## config.mk

```make
export PLATFORM = sky130hd
export DESIGN_NAME = hptsr_regs
export DESIGN_NICKNAME = d
export VERILOG_FILES = /design/src/hptsr_pkg.sv /design/src/hptsr_gang_mux.sv /design/src/hptsr_regs.sv
export SDC_FILE = /design/constraint.sdc
export NUM_CORES = 1
export LEC_CHECK = 0
export BUFFER_PORTS_ARGS = -buffer_cell sky130_fd_sc_hd__buf_4
export CORE_MARGIN = 1.5
export CORE_UTILIZATION = 50
export CTS_BUF_LIST = sky130_fd_sc_hd__clkbuf_4
export CTS_CLUSTER_DIAMETER = 80
export CTS_CLUSTER_SIZE = 40
export DETAILED_ROUTE_END_ITERATION = 10
export PLACE_DENSITY_LB_ADDON = 0.2
export SLEW_MARGIN = 10
export SYNTH_ARGS = -nofsm -noshare
export SYNTH_HDL_FRONTEND = slang
export SYNTH_SLANG_ARGS = --single-unit
```

## constraint.sdc

```tcl
create_clock -name clk_i -period 5 [get_ports clk_i]
set_input_delay 1 -clock clk_i [delete_from_list [all_inputs] [get_ports clk_i]]
set_output_delay 1 -clock clk_i [all_outputs]
set_load 0.01 [all_outputs]
```

## src/hptsr_pkg.sv

```systemverilog
// Package: register map, field layout and code tables of the hub port tuning/status bank
package hptsr_pkg;

  // ----------------------------------------------------------------
  // Bus geometry
  // ----------------------------------------------------------------
  localparam int ADR_W = 17;
  localparam int IDX_W = 15;
  localparam int DAT_W = 32;
  localparam int REG_W = 8;

  // ----------------------------------------------------------------
  // Register indices (byte address = 4 * index)
  // ----------------------------------------------------------------
  localparam logic [IDX_W-1:0] IDX_CHARGING_PORT_DETECTED_FLAGS = 15'h5246;
  localparam logic [IDX_W-1:0] IDX_OVERCURRENT_GANG_ENABLE = 15'h525a;
  localparam logic [IDX_W-1:0] IDX_OVERCURRENT_GANG_SOURCE_SELECT = 15'h525b;
  localparam logic [IDX_W-1:0] IDX_UPSTREAM_DRIVE_CURRENT_TUNE = 15'h60ca;
  localparam logic [IDX_W-1:0] IDX_UPSTREAM_SQUELCH_TUNE = 15'h60cc;
  localparam logic [IDX_W-1:0] IDX_UPSTREAM_SUPERSPEED_LINK_STATUS = 15'h61c0;
  localparam logic [IDX_W-1:0] IDX_PORT1_DRIVE_CURRENT_TUNE = 15'h64ca;
  localparam logic [IDX_W-1:0] IDX_EVENT_STATUS = 15'h5300;
  localparam logic [IDX_W-1:0] IDX_EVENT_MASK = 15'h5301;

  // ----------------------------------------------------------------
  // Fields and reset values
  // ----------------------------------------------------------------
  localparam int NPORT = 4;
  localparam int CDP_LSB = 0;
  localparam int GANG_LSB = 1;
  localparam int SEL_W = 6;
  localparam int CODE_W = 3;
  localparam int LINK_STATE_LSB = 4;
  localparam int LINK_STATE_W = 4;
  localparam int LINK_SUB_W = 3;
  localparam int EVT_W = 6;
  localparam int EVT_CDP_LSB = 0;
  localparam int EVT_OVC = 4;
  localparam int EVT_LINK = 5;
  localparam logic [REG_W-1:0] RST_REG = 8'h00;
  localparam logic [CODE_W-1:0] RST_CODE = 3'h0;
  localparam logic [EVT_W-1:0] RST_EVT = 6'h00;

  // ----------------------------------------------------------------
  // Shared overcurrent source codes
  // ----------------------------------------------------------------
  localparam logic [SEL_W-1:0] SRC_TEST_RESET = 6'h00;
  localparam logic [SEL_W-1:0] SRC_OVC_PIN_1 = 6'h01;
  localparam logic [SEL_W-1:0] SRC_OVC_PIN_2 = 6'h03;
  localparam logic [SEL_W-1:0] SRC_SPI_CLK = 6'h04;
  localparam logic [SEL_W-1:0] SRC_SPI_DO = 6'h05;
  localparam logic [SEL_W-1:0] SRC_OVC_PIN_3 = 6'h06;
  localparam logic [SEL_W-1:0] SRC_OVC_PIN_4 = 6'h07;
  localparam logic [SEL_W-1:0] SRC_PWR_CTL_1 = 6'h08;
  localparam logic [SEL_W-1:0] SRC_PWR_CTL_2 = 6'h09;
  localparam logic [SEL_W-1:0] SRC_PWR_CTL_3 = 6'h0a;
  localparam logic [SEL_W-1:0] SRC_PWR_CTL_4 = 6'h0b;
  localparam logic [SEL_W-1:0] SRC_SMBUS_CLK = 6'h0f;

  // ----------------------------------------------------------------
  // Analog tuning tables
  // ----------------------------------------------------------------
  // Drive current offset in signed percent
  function automatic logic signed [5:0] hptsr_drive_pct(input logic [CODE_W-1:0] code);
    unique case (code)
      3'h0: hptsr_drive_pct = 6'sh00;
      3'h1: hptsr_drive_pct = -6'sh05;
      3'h2: hptsr_drive_pct = 6'sh0a;
      3'h3: hptsr_drive_pct = 6'sh05;
      3'h4: hptsr_drive_pct = 6'sh14;
      3'h5: hptsr_drive_pct = 6'sh0f;
      3'h6: hptsr_drive_pct = 6'sh1e;
      3'h7: hptsr_drive_pct = 6'sh19;
    endcase
  endfunction : hptsr_drive_pct

  // Squelch trip point in tenths of a millivolt
  function automatic logic [10:0] hptsr_squelch_trip(input logic [CODE_W-1:0] code);
    unique case (code)
      3'h0: hptsr_squelch_trip = 11'h3e8;
      3'h1: hptsr_squelch_trip = 11'h36b;
      3'h2: hptsr_squelch_trip = 11'h2ee;
      3'h3: hptsr_squelch_trip = 11'h271;
      3'h4: hptsr_squelch_trip = 11'h1f4;
      3'h5: hptsr_squelch_trip = 11'h177;
      3'h6: hptsr_squelch_trip = 11'h4e2;
      3'h7: hptsr_squelch_trip = 11'h465;
    endcase
  endfunction : hptsr_squelch_trip

endpackage : hptsr_pkg

```

## src/hptsr_gang_mux.sv

```systemverilog
// Shared overcurrent source selector with registered output
`timescale 1ns/1ns
module hptsr_gang_mux (
  input wire logic clk_i,
  input wire logic rst_i,
  input wire logic [hptsr_pkg::SEL_W-1:0] sel_i,
  input wire logic test_reset_i,
  input wire logic [hptsr_pkg::NPORT-1:0] overcurrent_pin_i,
  input wire logic spi_clk_i,
  input wire logic spi_do_i,
  input wire logic [hptsr_pkg::NPORT-1:0] port_power_control_i,
  input wire logic smbus_clock_pin_i,
  output logic shared_overcurrent_source_o
);

  logic next_src;

  // ----------------------------------------------------------------
  // Source decode
  // ----------------------------------------------------------------
  always_comb begin
    unique case (sel_i)
      hptsr_pkg::SRC_TEST_RESET: next_src = test_reset_i;
      hptsr_pkg::SRC_OVC_PIN_1: next_src = overcurrent_pin_i[0];
      hptsr_pkg::SRC_OVC_PIN_2: next_src = overcurrent_pin_i[1];
      hptsr_pkg::SRC_SPI_CLK: next_src = spi_clk_i;
      hptsr_pkg::SRC_SPI_DO: next_src = spi_do_i;
      hptsr_pkg::SRC_OVC_PIN_3: next_src = overcurrent_pin_i[2];
      hptsr_pkg::SRC_OVC_PIN_4: next_src = overcurrent_pin_i[3];
      hptsr_pkg::SRC_PWR_CTL_1: next_src = port_power_control_i[0];
      hptsr_pkg::SRC_PWR_CTL_2: next_src = port_power_control_i[1];
      hptsr_pkg::SRC_PWR_CTL_3: next_src = port_power_control_i[2];
      hptsr_pkg::SRC_PWR_CTL_4: next_src = port_power_control_i[3];
      hptsr_pkg::SRC_SMBUS_CLK: next_src = smbus_clock_pin_i;
      // Invalid codes give a quiet source rather than a random pin
      default: next_src = 1'b0;
    endcase
  end

  always_ff @(posedge clk_i) begin
    if (rst_i) begin
      shared_overcurrent_source_o <= 1'b0;
    end else begin
      shared_overcurrent_source_o <= next_src;
    end
  end

endmodule : hptsr_gang_mux

```

## src/hptsr_regs.sv

```systemverilog
// Hub port tuning and status register bank on a classic Wishbone slave
//
// Contract
// - Four charging-handshake flags, ports 1 to 4 in bits 0 to 3.
// - Gang enables in bits 1 to 4 make port overcurrent follow shared source.
// - Selector bits 5:0 choose shared source from the listed pin codes.
// - Upstream drive-current code in bits 2:0 sets output current offset.
// - Port 1 drive-current code uses same table; code 110 means +30%.
// - Upstream squelch code 000 nominal 100mV, 001 to 101 lower 12.5mV steps.
// - Squelch 110 raises 25mV, 111 raises 12.5mV; bits 7:3 read-only zero.
// - Link status: state bits 7:4, substate bits 2:0, bit 3 reserved, read-only.
`timescale 1ns/1ns
module hptsr_regs (
  input wire logic clk_i,
  input wire logic rst_i,
  // Wishbone classic slave
  input wire logic cyc_i,
  input wire logic stb_i,
  input wire logic we_i,
  input wire logic [hptsr_pkg::ADR_W-1:0] adr_i,
  input wire logic [hptsr_pkg::DAT_W-1:0] dat_i,
  input wire logic [3:0] sel_i,
  output logic [hptsr_pkg::DAT_W-1:0] dat_o,
  output logic ack_o,
  // Hub core side
  input wire logic [hptsr_pkg::NPORT-1:0] cdp_handshake_done_i,
  input wire logic [hptsr_pkg::NPORT-1:0] overcurrent_pin_i,
  input wire logic test_reset_i,
  input wire logic spi_clk_i,
  input wire logic spi_do_i,
  input wire logic [hptsr_pkg::NPORT-1:0] port_power_control_i,
  input wire logic smbus_clock_pin_i,
  input wire logic [hptsr_pkg::LINK_STATE_W-1:0] link_state_i,
  input wire logic [hptsr_pkg::LINK_SUB_W-1:0] link_substate_i,
  output logic [hptsr_pkg::NPORT-1:0] port_overcurrent_o,
  output logic shared_overcurrent_source_o,
  output logic [hptsr_pkg::CODE_W-1:0] upstream_drive_current_code_o,
  output logic [hptsr_pkg::CODE_W-1:0] port1_drive_current_code_o,
  output logic [hptsr_pkg::CODE_W-1:0] upstream_squelch_threshold_code_o,
  output logic signed [5:0] upstream_drive_pct_o,
  output logic signed [5:0] port1_drive_pct_o,
  output logic [10:0] upstream_squelch_trip_o,
  output logic irq_o
);

  // ----------------------------------------------------------------
  // State
  // ----------------------------------------------------------------
  logic [hptsr_pkg::REG_W-1:0] cdp_flags;
  logic [hptsr_pkg::REG_W-1:0] gang_enable;
  logic [hptsr_pkg::REG_W-1:0] gang_select;
  logic [hptsr_pkg::REG_W-1:0] up_boost;
  logic [hptsr_pkg::CODE_W-1:0] up_squelch;
  logic [hptsr_pkg::REG_W-1:0] p1_boost;
  logic [hptsr_pkg::EVT_W-1:0] evt_status;
  logic [hptsr_pkg::EVT_W-1:0] evt_mask;
  logic [hptsr_pkg::LINK_STATE_W-1:0] link_state;
  logic [hptsr_pkg::LINK_SUB_W-1:0] link_substate;
  logic [hptsr_pkg::NPORT-1:0] port_ovc;
  logic ack;
  logic [hptsr_pkg::DAT_W-1:0] rdata;
  logic signed [5:0] up_pct;
  logic signed [5:0] p1_pct;
  logic [10:0] up_trip;

  logic [hptsr_pkg::REG_W-1:0] next_cdp_flags;
  logic [hptsr_pkg::REG_W-1:0] next_gang_enable;
  logic [hptsr_pkg::REG_W-1:0] next_gang_select;
  logic [hptsr_pkg::REG_W-1:0] next_up_boost;
  logic [hptsr_pkg::CODE_W-1:0] next_up_squelch;
  logic [hptsr_pkg::REG_W-1:0] next_p1_boost;
  logic [hptsr_pkg::EVT_W-1:0] next_evt_status;
  logic [hptsr_pkg::EVT_W-1:0] next_evt_mask;
  logic [hptsr_pkg::LINK_STATE_W-1:0] next_link_state;
  logic [hptsr_pkg::LINK_SUB_W-1:0] next_link_substate;
  logic [hptsr_pkg::NPORT-1:0] next_port_ovc;
  logic next_ack;
  logic [hptsr_pkg::DAT_W-1:0] next_rdata;
  logic signed [5:0] next_up_pct;
  logic signed [5:0] next_p1_pct;
  logic [10:0] next_up_trip;

  logic access;
  logic wr;
  logic rd;
  logic [hptsr_pkg::IDX_W-1:0] idx;
  logic [hptsr_pkg::REG_W-1:0] wbyte;
  logic shared_src;
  logic [hptsr_pkg::EVT_W-1:0] evt_set;
  logic [hptsr_pkg::REG_W-1:0] rd_reg;

  // ----------------------------------------------------------------
  // Shared overcurrent source
  // ----------------------------------------------------------------
  hptsr_gang_mux u_gang_mux (
    .clk_i(clk_i),
    .rst_i(rst_i),
    .sel_i(gang_select[hptsr_pkg::SEL_W-1:0]),
    .test_reset_i(test_reset_i),
    .overcurrent_pin_i(overcurrent_pin_i),
    .spi_clk_i(spi_clk_i),
    .spi_do_i(spi_do_i),
    .port_power_control_i(port_power_control_i),
    .smbus_clock_pin_i(smbus_clock_pin_i),
    .shared_overcurrent_source_o(shared_src)
  );

  // ----------------------------------------------------------------
  // Bus decode
  // ----------------------------------------------------------------
  // Commit happens on the edge that raises ack, so data is stable when sampled
  assign access = cyc_i && stb_i && !ack;
  assign wr = access && we_i && sel_i[0];
  assign rd = access && !we_i;
  assign idx = adr_i[hptsr_pkg::ADR_W-1:2];
  assign wbyte = dat_i[hptsr_pkg::REG_W-1:0];

  always_comb begin
    unique case (idx)
      hptsr_pkg::IDX_CHARGING_PORT_DETECTED_FLAGS: rd_reg = cdp_flags;
      hptsr_pkg::IDX_OVERCURRENT_GANG_ENABLE: rd_reg = gang_enable;
      hptsr_pkg::IDX_OVERCURRENT_GANG_SOURCE_SELECT: rd_reg = gang_select;
      hptsr_pkg::IDX_UPSTREAM_DRIVE_CURRENT_TUNE: rd_reg = up_boost;
      hptsr_pkg::IDX_UPSTREAM_SQUELCH_TUNE: rd_reg = {5'h00, up_squelch};
      hptsr_pkg::IDX_UPSTREAM_SUPERSPEED_LINK_STATUS: rd_reg = {link_state, 1'b0, link_substate};
      hptsr_pkg::IDX_PORT1_DRIVE_CURRENT_TUNE: rd_reg = p1_boost;
      hptsr_pkg::IDX_EVENT_STATUS: rd_reg = {2'h0, evt_status};
      hptsr_pkg::IDX_EVENT_MASK: rd_reg = {2'h0, evt_mask};
      // Unmapped addresses still ack and read as zero
      default: rd_reg = hptsr_pkg::RST_REG;
    endcase
  end

  // ----------------------------------------------------------------
  // Events
  // ----------------------------------------------------------------
  always_comb begin
    evt_set = hptsr_pkg::RST_EVT;
    evt_set[hptsr_pkg::EVT_CDP_LSB +: hptsr_pkg::NPORT] = cdp_handshake_done_i;
    evt_set[hptsr_pkg::EVT_OVC] = shared_src && |gang_enable[hptsr_pkg::GANG_LSB +: hptsr_pkg::NPORT];
    evt_set[hptsr_pkg::EVT_LINK] = (link_state_i != link_state) || (link_substate_i != link_substate);
  end

  // ----------------------------------------------------------------
  // Next-state logic
  // ----------------------------------------------------------------
  always_comb begin
    next_cdp_flags = cdp_flags;
    next_gang_enable = gang_enable;
    next_gang_select = gang_select;
    next_up_boost = up_boost;
    next_up_squelch = up_squelch;
    next_p1_boost = p1_boost;
    next_evt_mask = evt_mask;
    next_evt_status = evt_status;
    next_ack = access;
    next_rdata = '0;

    if (wr) begin
      unique case (idx)
        hptsr_pkg::IDX_CHARGING_PORT_DETECTED_FLAGS: next_cdp_flags = wbyte;
        hptsr_pkg::IDX_OVERCURRENT_GANG_ENABLE: next_gang_enable = wbyte;
        hptsr_pkg::IDX_OVERCURRENT_GANG_SOURCE_SELECT: next_gang_select = wbyte;
        hptsr_pkg::IDX_UPSTREAM_DRIVE_CURRENT_TUNE: next_up_boost = wbyte;
        hptsr_pkg::IDX_UPSTREAM_SQUELCH_TUNE: next_up_squelch = wbyte[hptsr_pkg::CODE_W-1:0];
        hptsr_pkg::IDX_PORT1_DRIVE_CURRENT_TUNE: next_p1_boost = wbyte;
        hptsr_pkg::IDX_EVENT_MASK: next_evt_mask = wbyte[hptsr_pkg::EVT_W-1:0];
        // Link status and unmapped writes are dropped
        default: next_cdp_flags = cdp_flags;
      endcase
    end

    if (rd) begin
      next_rdata = {24'h000000, rd_reg};
      if (idx == hptsr_pkg::IDX_EVENT_STATUS) begin
        next_evt_status = hptsr_pkg::RST_EVT;
      end
    end

    // Hardware set wins over software write or read-clear
    next_cdp_flags[hptsr_pkg::CDP_LSB +: hptsr_pkg::NPORT] =
      next_cdp_flags[hptsr_pkg::CDP_LSB +: hptsr_pkg::NPORT] | cdp_handshake_done_i;
    next_evt_status = next_evt_status | evt_set;

    // Ganged ports follow the shared source, others their own pin
    for (int p = 0; p < hptsr_pkg::NPORT; p++) begin
      next_port_ovc[p] = gang_enable[hptsr_pkg::GANG_LSB + p] ? shared_src : overcurrent_pin_i[p];
    end

    next_link_state = link_state_i;
    next_link_substate = link_substate_i;
    next_up_pct = hptsr_pkg::hptsr_drive_pct(up_boost[hptsr_pkg::CODE_W-1:0]);
    // Table reading takes code 110 as +30 percent
    next_p1_pct = hptsr_pkg::hptsr_drive_pct(p1_boost[hptsr_pkg::CODE_W-1:0]);
    next_up_trip = hptsr_pkg::hptsr_squelch_trip(up_squelch);
  end

  // ----------------------------------------------------------------
  // Registers
  // ----------------------------------------------------------------
  always_ff @(posedge clk_i) begin
    if (rst_i) begin
      cdp_flags <= hptsr_pkg::RST_REG;
      gang_enable <= hptsr_pkg::RST_REG;
      gang_select <= hptsr_pkg::RST_REG;
      up_boost <= hptsr_pkg::RST_REG;
      up_squelch <= hptsr_pkg::RST_CODE;
      p1_boost <= hptsr_pkg::RST_REG;
      evt_status <= hptsr_pkg::RST_EVT;
      evt_mask <= hptsr_pkg::RST_EVT;
      link_state <= '0;
      link_substate <= '0;
      port_ovc <= '0;
      ack <= 1'b0;
      rdata <= '0;
      up_pct <= '0;
      p1_pct <= '0;
      up_trip <= '0;
    end else begin
      cdp_flags <= next_cdp_flags;
      gang_enable <= next_gang_enable;
      gang_select <= next_gang_select;
      up_boost <= next_up_boost;
      up_squelch <= next_up_squelch;
      p1_boost <= next_p1_boost;
      evt_status <= next_evt_status;
      evt_mask <= next_evt_mask;
      link_state <= next_link_state;
      link_substate <= next_link_substate;
      port_ovc <= next_port_ovc;
      ack <= next_ack;
      rdata <= next_rdata;
      up_pct <= next_up_pct;
      p1_pct <= next_p1_pct;
      up_trip <= next_up_trip;
    end
  end

  // ----------------------------------------------------------------
  // Outputs
  // ----------------------------------------------------------------
  assign ack_o = ack;
  assign dat_o = rdata;
  assign irq_o = |(evt_status & evt_mask);
  assign port_overcurrent_o = port_ovc;
  assign shared_overcurrent_source_o = shared_src;
  assign upstream_drive_current_code_o = up_boost[hptsr_pkg::CODE_W-1:0];
  assign port1_drive_current_code_o = p1_boost[hptsr_pkg::CODE_W-1:0];
  assign upstream_squelch_threshold_code_o = up_squelch;
  assign upstream_drive_pct_o = up_pct;
  assign port1_drive_pct_o = p1_pct;
  assign upstream_squelch_trip_o = up_trip;

endmodule : hptsr_regs

```

Word-level counts from Yosys, hierarchy flattened:

Memory sizes are Yosys's and may differ from the RTL's. A register that Yosys moved wholly into a read port is not among the register bits.
Cells that the tools add are included.

* ROM bits: 168
* input bits: 81
* bits in registers: 111
* output and inout port bits: 71
* logic and storage cells: 76
* memories: 3

* reduce and logical (&&, ||, !) cells: 20
* eq/ne operators: 22
* mux-type cells: 10
* bitwise logic cells: 4

Memory list
* (name not given): depth 8, width 9, read ports 1, clocked after memory_dff 1, write ports 0, RTL line hptsr_pkg.sv:79 `unique case (code)`
* (name not given): depth 8, width 6, read ports 1, clocked after memory_dff 1, write ports 0, RTL line hptsr_pkg.sv:65 `unique case (code)`
* (name not given): depth 8, width 6, read ports 1, clocked after memory_dff 1, write ports 0, RTL line hptsr_pkg.sv:65

Operator list (number)
* equality test 15 bit, second input constant: 9
* case mux 8 bit (9 select lines): 1
* equality test 6 x 4 -> 1 bit, second input constant: 5
* equality test 6 x 3 -> 1 bit, second input constant: 4
* AND reduction 2 bit: 7
* two-way mux 6 bit: 2
* case mux 1 bit (12 select lines): 1
* two-way mux 4 bit: 2
* bitwise AND 6 bit: 1
* equality test 6 x 1 -> 1 bit, second input constant: 1
* equality test 6 x 2 -> 1 bit, second input constant: 1
* logical AND 1 bit: 6
* logical NOT 6 bit: 1
* bitwise OR 6 bit: 1
* OR reduction 6 bit: 1
* two-way mux 1 bit: 4
* != test 4 bit: 1
* bitwise OR 4 bit: 1
* OR reduction 4 bit: 1
* != test 3 bit: 1
* logical NOT 1 bit: 2
* OR reduction 2 bit: 1
* logical OR 1 bit: 1
* NOT 1 bit: 1

Logic depth before layout (Yosys ltp):

Gate-level depths: netlist of the first run.

* depth in word-level cells: 6
* mapped depth: 7
* mapped depth without buffers: 6

Hierarchy:

From an unflattened synthesis of the first run, not the netlist that was laid out.

* cell total of the unflattened synthesis: 500
* area total of the unflattened synthesis: 4621.9 µm²

Modules (own cells, without submodules)
* hptsr_regs: instances 1, cells an instance 475, area each 4423.0 µm²
* hptsr_gang_mux: instances 1, cells an instance 25, area each 198.9 µm²

Least setup slack after synthesis of the first run:

Ideal clock, no wire load.

* path kind: input-to-reg
* start point: input port adr_i[15] (netlist name)
* end point: register evt_status[0] (netlist name)
* data arrival time: 2367 ps
* cell stages on the path: 7
* data required time: 4872 ps
* path slack: 2506 ps
* cells stage by stage: nand4b_1 nor4b_1 nand3_1 or4_1 clkbuf_1 a21oi_1 nor2_1

* cells in the longest elaborated chain, start to end: 4

RTL lines
* start: declaration: RTL line hptsr_regs.sv:20 `input wire logic [hptsr_pkg::ADR_W-1:0] adr_i,`
* equality test 15 bit: RTL line hptsr_regs.sv:175 `if (idx == hptsr_pkg::IDX_EVENT_STATUS) begin`
* two-way mux 6 bit: RTL line hptsr_regs.sv:175
* two-way mux 6 bit: RTL line hptsr_regs.sv:173 `if (rd) begin`
* bitwise OR 6 bit: RTL line hptsr_regs.sv:183 `next_evt_status = next_evt_status | evt_set;`
* end signal: assignment: RTL line hptsr_regs.sv:209 `evt_status <= hptsr_pkg::RST_EVT;`
* end signal: assignment: RTL line hptsr_regs.sv:226 `evt_status <= next_evt_status;`
* end: declaration: RTL line hptsr_regs.sv:55 `logic [hptsr_pkg::EVT_W-1:0] evt_status;`

Every way passes these cells.
A chain may end at the register's enable or synchronous reset.

Final worst setup path of the first run:

* start point: input port adr_i[9] (netlist name)
* end point: register gang_select[0] (netlist name)

* cells in the longest elaborated chain, start to end: 2

RTL lines
* equality test 15 bit: RTL line hptsr_regs.sv:160 `unique case (idx)`
* AND reduction 2 bit (no line)
* end signal: assignment: RTL line hptsr_regs.sv:205 `gang_select <= hptsr_pkg::RST_REG;`
* end signal: assignment: RTL line hptsr_regs.sv:222 `gang_select <= next_gang_select;`
* end: declaration: RTL line hptsr_regs.sv:51 `logic [hptsr_pkg::REG_W-1:0] gang_select;`

Every way passes these cells.

==> flow_summary.yaml, run 1 <==
place:
  hpwlAfterDp_mm: 7.67
  io_buffers: 98
  gp_congestion: 0.884
worst_hold_path:
  hp-class: "flip-flop to flip-flop"
  holdPathStages: 2
  worstHoldEndpoint: "gang_select[6]"
  hp-start: "gang_select[6]"
power_and_ir_drop:
  combPwrFrac_pct: 8.9
  powerDensity_mw_per_mm2: 243
  power.internal_uw: 951
  total_power_mw: 1.29
  p_leak_nw: 2.16
  vdd_ir_drop_max_mv: 0.126
  seq_power_share_pct: 62.0
  clock_power_share_pct: 29.0
  switching_share_pct: 26.4
  switchingPower_uw: 342
clocking:
  clock_latency_ns: 0.44
  postCtsSetupRepairBufs: 0
  clock-sinks: 98
  root_buffer: "clkbuf_4"
  cts_tree: "built"
  clk_pin_slew_ns: 0.16
  htreeDepth: 3
  cts_repair_resize_count: 0
  clockBufferDepth: 2
  ctsHoldBuffers: 0
  cts_buffers: 9
timing:
  hold_ws_ns: 0.472
  setup_violations: 0
  timing.final.hold_violations: 0
  rsz0062_at_grt: "no"
  post-route-min-period_ns: 2.70
  min_period_over_period_pct: 53.9
  tightest_slew_ns: 0.931
  max_freq_mhz: 371
  max-slew-margin-rel_pct: 37.9
  drv_slew: 0
  fin_tns_setup_ns: 0
  skew_ns: 0.0158
final_layout:
  seqCellArea_mm2: 0.00196
  multi_input_area_mm2: 0.00230
  drive_gt1_share_pct: 22.4
  area_delta_synth_final_pct: 16.5
  nFillCells: 816
  layout.nets: 674
  diodes: 0
critical_path:
  critPathMaxFanout: 17
  cp.required_ns: 5.29
  arrival_ns: 2.99
  crit_type: "input pin to flip-flop"
  crit_path_end_kind: "flip-flop"
  r2r_end: "up_boost[2]"
  rr_worst_depth: 7
  crit-reg2reg-launch: "ack_o"
  reg2reg_setup_slack_ns: 3.05
  cp-start-kind: "input pin"
drt:
  drt-total-wl_mm: 10.8
  wl_per_cell_um: 15.6
  firstDrtPassIters: 7
  vias: 3822
  via_per_inst: 5.52
  drt_iter0_markers: 197
  ant_nets: 0
  drcViolationCount: 0
yosys:
  synth_flop_cell: "dfxtp_1"
  yosys_warnings: 0
  syn_inst: 502
  syn_area_per_cell_um2: 9.09
  synth_cell_types: 53
  ys_ff_latch: 98
  synthArstFlopShare_pct: 0
  synth_edf_count: 0
  seq_area_frac_synth_pct: 43.0
  syn_area_mm2: 0.00456
floorplan:
  fp.dieH_um: 98.5
  die_area_mm2: 0.00971
  ios: 152
  core_region_area_mm2: 0.00876
  die_w_um: 98.5
  num_rows: 34
  initial_core_util_pct: 52.1
global_routing:
  grt_usage_pct: 22.2
  overflow: 0
  grt_pass1_vias: 3590
  grt_max_degree: 91
  grt_pass1_wl_mm: 17.4
  antenna_found_initial: 0
run_status:
  status: "finished, final reports clean"
run:
  max-cap-violations: 0
-- state kept, by name, indices dropped and copies added (netlist names), 4 cells and up --
name and cells:
upstream_drive_pct_o 6, evt_mask 6, upstream_squelch_trip_o 10, port_overcurrent_o 4
p1_boost 8, evt_status 6, gang_enable 8, cdp_flags 8
port1_drive_pct_o 6, gang_select 8, up_boost 8, link_state 4
dat_o 8
-- critical path, stage by stage --
cell      delay, ns
buf_4          0.14
nor4bb_1       0.46
nand4_1        0.18
nor2_2         0.61
nand2_1        0.38
nand2_1        0.15
a21oi_1        0.07
-- layer usage --
layer / up-vias / share of wire [%] / global-route usage, %
li1: 1852 / - / -
met1: 1809 / 42 / 28.4
met2: 145 / 49 / 38.0
met3: 16 / 7.1 / 4.11
met4: 0 / 2.0 / 7.37
met5: - / 0 / 0
-- worst max-delay path by stage --
stage	startpoint	endpoint	slack, ns	cells past startpoint
5_1_grt	adr_i[9]	gang_select[1]	2.19	7
2_1_floorplan	adr_i[15]	evt_status[0]	2.51	7
4_1_cts	adr_i[9]	gang_select[0]	2.36	7
3_5_place_dp	adr_i[9]	gang_select[3]	1.88	7
6_report	adr_i[9]	gang_select[0]	2.30	7
3_3_place_gp	adr_i[9]	gang_select[3]	1.92	7
-- cell families (layout without fill, tap and decap cells) --
group	count (synthesis)	in the layout	share of synthesized area, %
AOI/OAI and AO/OA	83	83	11.4
other	1	24	0.0822
muxes	52	52	11.9
DFF	98	98	43.0
and+or+nand+nor	176	176	20.0
adders and majority gates	14	14	3.84
buffers and inverters	71	130	8.50
xor gates and xnor gates	7	7	1.34
-- power groups by stage --
stage / logic (mW) / clock network (mW) / registers, mW
after CTS: 0.114 / 0.387 / 0.802
after detailed placement: 0.114 / 0 / 0.819
after global routing: 0.125 / 0.420 / 0.804
after floorplan: 0.0655 / 0 / 0.819
after global placement: 0.112 / 0 / 0.818
final: 0.115 / 0.375 / 0.802
-- synth_stat cells (all sizes together), types with 5 or more instances --
cell type / number / area, um2
dfxtp: 98 / 1960
nand3: 27 / 135
nor3: 7 / 40.0
nand2: 29 / 109
mux2i: 44 / 440
ha: 14 / 175
buf: 36 / 256
nor2b: 13 / 81.3
a31oi: 5 / 31.3
o21ai: 5 / 25.0
nor3b: 5 / 42.5
inv: 15 / 56.3
clkbuf: 20 / 75.1
a22oi: 12 / 90.1
nor2: 67 / 267
mux2: 7 / 78.8
a21oi: 42 / 210
-- stage by stage --
stage | util [%] | setup slack, ns | std cells | instance area (um2)
6_report | 60.7 | 2.30 | 692 | 5320
5_1_grt | 60.7 | 2.19 | 692 | 5320
4_1_cts | 60.7 | 2.36 | 692 | 5320
3_5_place_dp | 59.3 | 1.88 | 676 | 5200
3_3_place_gp | 59.3 | 1.92 | 676 | 5200
2_1_floorplan | - | 2.51 | 525 | 4650
-- final cells by class --
| class | count | share of cell area, % |
|---|---|---|
| inverter | 15 | 1.06 |
| clock buffer | 9 | 1.27 |
| sequential | 98 | 36.9 |
| tap | 108 | 2.54 |
| timing repair buffer | 99 | 14.0 |
| clock inverter | 7 | 0.988 |
| multi-input combinational | 356 | 43.3 |
-- placed cells by master (no fill, tap or decap), drive strengths merged, types with 3 or more instances in the layout --
cell type / count
nor4b: 4
nor3b: 5
conb: 24
mux2: 7
nand2: 29
o21ai: 5
xor2: 4
clkbuf: 9
a21oi: 42
a211oi: 4
nor4: 3
nor2b: 13
nand2b: 3
a31oi: 5
nor3: 7
buf: 99
nand3: 27
xnor2: 3
a22oi: 12
dfxtp: 98
inv: 17
ha: 14
nand4: 4
nor2: 67
o2bb2ai: 4
a222oi: 3
a221oi: 3
mux2i: 44
clkinv: 3
No activity file was read; power rests on OpenSTA's default activity.
==> run 2, diff against run 1 <==
--- a/config.mk
+++ b/config.mk
@@ -7,7 +7,7 @@
 export LEC_CHECK = 0
 export BUFFER_PORTS_ARGS = -buffer_cell sky130_fd_sc_hd__buf_4
 export CORE_MARGIN = 1.5
-export CORE_UTILIZATION = 50
+export CORE_UTILIZATION = 47
 export CTS_BUF_LIST = sky130_fd_sc_hd__clkbuf_4
 export CTS_CLUSTER_DIAMETER = 80
 export CTS_CLUSTER_SIZE = 40
==> constraint.sdc (replaced) <==
create_clock -name clk_i -period 2.15 [get_ports clk_i]
set_input_delay 0.43 -clock clk_i [delete_from_list [all_inputs] [get_ports clk_i]]
set_output_delay 0.43 -clock clk_i [all_outputs]
set_load 0.01 [all_outputs]
==> run 2 against run 1 <==
Power grew 140%. Final cell count grew 6.1%. Critical path depth is the same. Sequential power increased by 130%. First-iteration DRC count shrank 3.0%. Register-to-register slack got worse by 2.8 ns.
==> flow_summary.yaml, run 2 (synthesized netlist as in run 1, its figures left out) <==
run_status:
  status: "finished, final reports clean"
clocking:
  cts_repair_resize_count: 0
  htreeDepth: 3
  clockBufferDepth: 2
  postCtsSetupRepairBufs: 0
  clock-sinks: 98
  clock_latency_ns: 0.45
  cts_buffers: 9
  ctsHoldBuffers: 0
  cts_tree: "built"
  root_buffer: "clkbuf_4"
  clk_pin_slew_ns: 0.16
worst_hold_path:
  hp-class: "input pin to flip-flop"
  holdPathStages: 3
  worstHoldEndpoint: "evt_status[3]"
  hp-start: "cdp_handshake_done_i[3]"
critical_path:
  arrival_ns: 2.20
  crit-reg2reg-launch: "ack_o"
  max_stage_delay_ns: 0.34
  path_delay_family: "simple AND/OR/NAND/NOR gates"
  crit_buf_inv: 2
  cp.required_ns: 2.48
  crit_type: "flip-flop to flip-flop"
  cp_slowest_cell: "dfxtp_1"
  rr_worst_depth: 7
  r2r_end: "gang_select[0]"
  reg2reg_setup_slack_ns: 0.27
  crit_chain: "nand3b_1 > nor2_1 > buf_4 > buf_4 > nand2_1 > nand2_1 > a21oi_1"
  crit_path_end_kind: "flip-flop"
  cp-start-kind: "flip-flop"
  critPathMaxFanout: 18
drt:
  drcViolationCount: 0
  vias: 3911
  ant_nets: 0
  firstDrtPassIters: 6
  drt_iter0_markers: 191
  wl_per_cell_um: 15.4
  drt-total-wl_mm: 11.3
  via_per_inst: 5.33
final_layout:
  area_delta_synth_final_pct: 21.5
  largest_reg_flops: 10
  drive_gt1_share_pct: 25.3
  layoutNonFillerInstCount: 734
  diodes: 0
  layout_commonest_cell: "buf_4"
  layout.nets: 695
  final_area_mm2: 0.00554
  mostFrequentLayoutCells: "118 x buf_4, 98 x dfxtp_1, 63 x nor2_1"
  postLayoutCoreUtil_pct: 59.4
place:
  io_buffers: 98
  hpwlAfterDp_mm: 8.30
  gp_congestion: 0.904
  placed_area_mm2: 0.00541
  dp_slack_ns: -0.0545
  dp.cells: 718
global_routing:
  overflow: 0
  grt_max_degree: 39
  antenna_found_initial: 0
  grt_usage_pct: 22.5
  grt_pass1_wl_mm: 18.1
  grt_pass1_vias: 3682
timing:
  hold_ws_ns: 0.182
  timing.final.hold_violations: 0
  setup_violations: 0
  setup_slack_ns: 0.273
  drv_slew: 0
  fin_tns_setup_ns: 0
  rsz0062_at_grt: "no"
  max-slew-margin-rel_pct: 54.9
  tightest_slew_ns: 0.672
  min_period_over_period_pct: 87.3
  post-route-min-period_ns: 1.88
  max_freq_mhz: 533
  skew_ns: 0.0169
floorplan:
  fp.dieH_um: 102
  die_area_mm2: 0.0103
  core_region_area_mm2: 0.00933
  initial_core_util_pct: 48.9
  ios: 152
  die_w_um: 102
  num_rows: 35
power_and_ir_drop:
  vdd_ir_drop_max_mv: 0.396
  p_leak_nw: 2.28
  total_power_mw: 3.09
  powerDensity_mw_per_mm2: 558
run:
  max-cap-violations: 0
-- run 2: tightest hold or removal path, delay by kind of cell --
family                 cells  cell delay (ns)
AND/OR/NAND/NOR            1             0.07
buffers and inverters      1             0.08
AO/OA/AOI/OAI              1             0.03
-- run 2: metal layers --
metal / vias up / GRT usage, % / share of wire [%]
met4: 0 / 7.69 / 1.8
met2: 153 / 37.5 / 49
met1: 1836 / 28.7 / 43
li1: 1905 / - / -
met3: 17 / 4.97 / 7.1
met5: - / 0 / 0
-- run 2: final cells by class --
cell class | count | area (um2)
Fill cell | 854 | 3780
Multi-Input combinational cell | 356 | 2300
Sequential cell | 98 | 1960
Timing Repair Buffer | 120 | 926
Tap cell | 129 | 161
Clock inverter | 7 | 70.1
Clock buffer | 9 | 67.6
Inverter | 15 | 56.3
-- run 2: where the power goes --
part | leakage [nW] | internal, mW | total [mW] | switching [mW]
sequential | 0.797 | 1.85 | 1.87 | 0.0187
combinational | 1.41 | 0.128 | 0.281 | 0.153
clock | 0.0718 | 0.268 | 0.945 | 0.677
total | 2.28 | 2.24 | 3.09 | 0.849
-- run 2: worst max path at each step --
stage,startpoint,endpoint,slack (ns),cells past startpoint
3_5_place_dp,adr_i[6],dat_o[5],-0.05,7
3_3_place_gp,adr_i[6],dat_o[5],-0.03,7
4_1_cts,ack_o,gang_select[0],0.29,7
6_report,ack_o,gang_select[0],0.27,7
2_1_floorplan,adr_i[15],evt_status[0],0.23,7
5_1_grt,ack_o,gang_select[0],0.10,7
==> run 3, diff against run 2 <==
--- a/config.mk
+++ b/config.mk
@@ -5,9 +5,12 @@
 export SDC_FILE = /design/constraint.sdc
 export NUM_CORES = 1
 export LEC_CHECK = 0
+export ABC_AREA = 1
 export BUFFER_PORTS_ARGS = -buffer_cell sky130_fd_sc_hd__buf_4
+export CELL_PAD_IN_SITES_DETAIL_PLACEMENT = 1
+export CELL_PAD_IN_SITES_GLOBAL_PLACEMENT = 2
 export CORE_MARGIN = 1.5
-export CORE_UTILIZATION = 47
+export CORE_UTILIZATION = 26
 export CTS_BUF_LIST = sky130_fd_sc_hd__clkbuf_4
 export CTS_CLUSTER_DIAMETER = 80
 export CTS_CLUSTER_SIZE = 40
==> run 3 against run 2 <==
Non-clock buffer count decreased by 8. Sequential share of layout area shrank 2.0 points. Die area increased by 90%. Sequential cell count stayed put. First-iteration DRC count decreased by 36%. Core utilization decreased by 27 points. Power is 2.7% higher. Largest power group unchanged.
==> flow_summary.yaml, run 3 <==
final_layout:
  mostFrequentLayoutCells: "119 x nand2_1, 111 x buf_4, 98 x dfxtp_1"
  largest_reg_flops: 10
  nFillCells: 2284
  layout.nets: 862
  drive_gt1_share_pct: 22.4
  final_area_mm2: 0.00588
  seqCellArea_mm2: 0.00196
  area_delta_synth_final_pct: 20.3
  layout_commonest_cell: "nand2_1"
  diodes: 0
  multi_input_area_mm2: 0.00236
timing:
  fin_tns_setup_ns: 0
  min_period_over_period_pct: 90.2
  hold_ws_ns: 0.142
  skew_ns: 0.0208
  setup_violations: 0
  timing.final.hold_violations: 0
  drv_slew: 0
  post-route-min-period_ns: 1.94
  max_freq_mhz: 515
  rsz0062_at_grt: "no"
global_routing:
  grt_max_degree: 36
  grt_pass1_wl_mm: 24.9
  overflow: 0
  grt_usage_pct: 16.4
  grt_pass1_vias: 4561
  antenna_found_initial: 0
yosys:
  syn_area_per_cell_um2: 7.26
  synthArstFlopShare_pct: 0
  synth_cell_types: 30
  synth_edf_count: 0
  yosys_warnings: 0
  synth.top_cell.area_share_pct: 40.2
  synth_flop_cell: "dfxtp_1"
  synth.most_common_cell: "nand2_1"
  syn_area_mm2: 0.00489
  ys_ff_latch: 98
  ys_top_cells_by_count: "119 x nand2_1, 98 x dfxtp_1, 86 x nand3_1"
  yosys.area.top_type: "dfxtp_1"
  synthTopCellsByArea: "dfxtp_1 40%, nand2_1 9.1%, nand3_1 8.8%"
  syn_inst: 673
  seq_area_frac_synth_pct: 40.2
drt:
  drcViolationCount: 0
  vias: 4524
  drt-total-wl_mm: 16.0
  firstDrtPassIters: 4
  ant_nets: 0
  wl_per_cell_um: 16.0
  via_per_inst: 4.52
  drt_iter0_markers: 122
floorplan:
  core_region_area_mm2: 0.0182
  num_rows: 49
  initial_core_util_pct: 26.8
  die_area_mm2: 0.0196
  fp.dieH_um: 140
  die_w_um: 140
  ios: 152
place:
  io_buffers: 98
  gp_congestion: 0.838
  placed_area_mm2: 0.00574
  hpwlAfterDp_mm: 12.6
clocking:
  ctsHoldBuffers: 0
  clk_pin_slew_ns: 0.18
  cts_tree: "built"
  clock_latency_ns: 0.50
  clockBufferDepth: 2
  postCtsSetupRepairBufs: 0
  clock-sinks: 98
  cts_buffers: 9
  cts_repair_resize_count: 0
  root_buffer: "clkbuf_4"
  htreeDepth: 3
critical_path:
  crit_path_end_kind: "output port"
  critPathMaxFanout: 3
  cp-start-kind: "flip-flop"
  arrival_ns: 1.51
  cp.required_ns: 1.72
  crit_type: "flip-flop to output port"
run_status:
  status: "finished, final reports clean"
worst_hold_path:
  hp-class: "input pin to flip-flop"
run:
  max-cap-violations: 0
power_and_ir_drop:
  total_power_mw: 3.17
  p_leak_nw: 2.72
  powerDensity_mw_per_mm2: 540
  vdd_ir_drop_max_mv: 0.248
==> run 3: critical path, stage by stage (launching register included) <==
cell and delay [ns]:
dfxtp_1 0.37, nand2_1 0.08, nand2_1 0.05, a221oi_1 0.23
nand3_1 0.13, buf_4 0.16
==> run 3: power breakdown <==
part / switching (mW) / total (mW) / internal, mW
Clock: 0.737 / 1.01 / 0.271
Sequential: 0.0217 / 1.87 / 1.85
Combinational: 0.174 / 0.297 / 0.123
Total: 0.933 / 3.17 / 2.24
==> run 3: worst paths after layout <==
kind                                 startpoint              to  slack [ns]  cells after the start
worst min register to register      up_boost[6]     up_boost[6]        0.48                      2
worst max register to register            ack_o  gang_select[3]        0.58                      6
worst max-delay path              evt_status[0]           irq_o        0.21                      5
worst min-delay path            link_state_i[3]   link_state[3]        0.14                      3
==> run 3: metrics by stage <==
stage               util (%)  std cells  setup slack, ns
finish                  32.3       1001            0.210
global route            32.3       1001           0.0712
CTS                     32.3       1001            0.120
detailed placement      31.5        985            0.209
global placement        31.5        985            0.231
floorplan                  -        696            0.622
==> run 3: layer usage <==
metal | wire [um] | vias to the layer above | part of all wire (%) | track usage (%)
met4 | 265 | 0 | 1.7 | 4.76
li1 | - | 2289 | - | -
met5 | 0 | - | 0 | 0
met3 | 649 | 16 | 4.1 | 3.01
met1 | 7490 | 2108 | 47 | 21.0
met2 | 7570 | 111 | 47 | 28.2
==> run 3: cells by family (layout without fill, tap and decap cells) <==
family / after synthesis / after routing / share of synthesized area [%]
fa+ha+maj: 14 / 14 / 3.59
other cells: 1 / 24 / 0.0768
simple gates: 331 / 331 / 30.9
flops: 98 / 98 / 40.2
xor+xnor: 7 / 7 / 1.25
buf+inv: 125 / 201 / 13.3
compound gates: 97 / 97 / 10.7
==> run 3: layout make-up <==
type	count	share of cell area [%]
Multi-Input combinational cell	473	40.2
Timing Repair Buffer	112	14.5
Clock buffer	9	1.15
Inverter	73	4.68
Clock inverter	7	1.21
Sequential cell	98	33.4
Tap cell	229	4.88
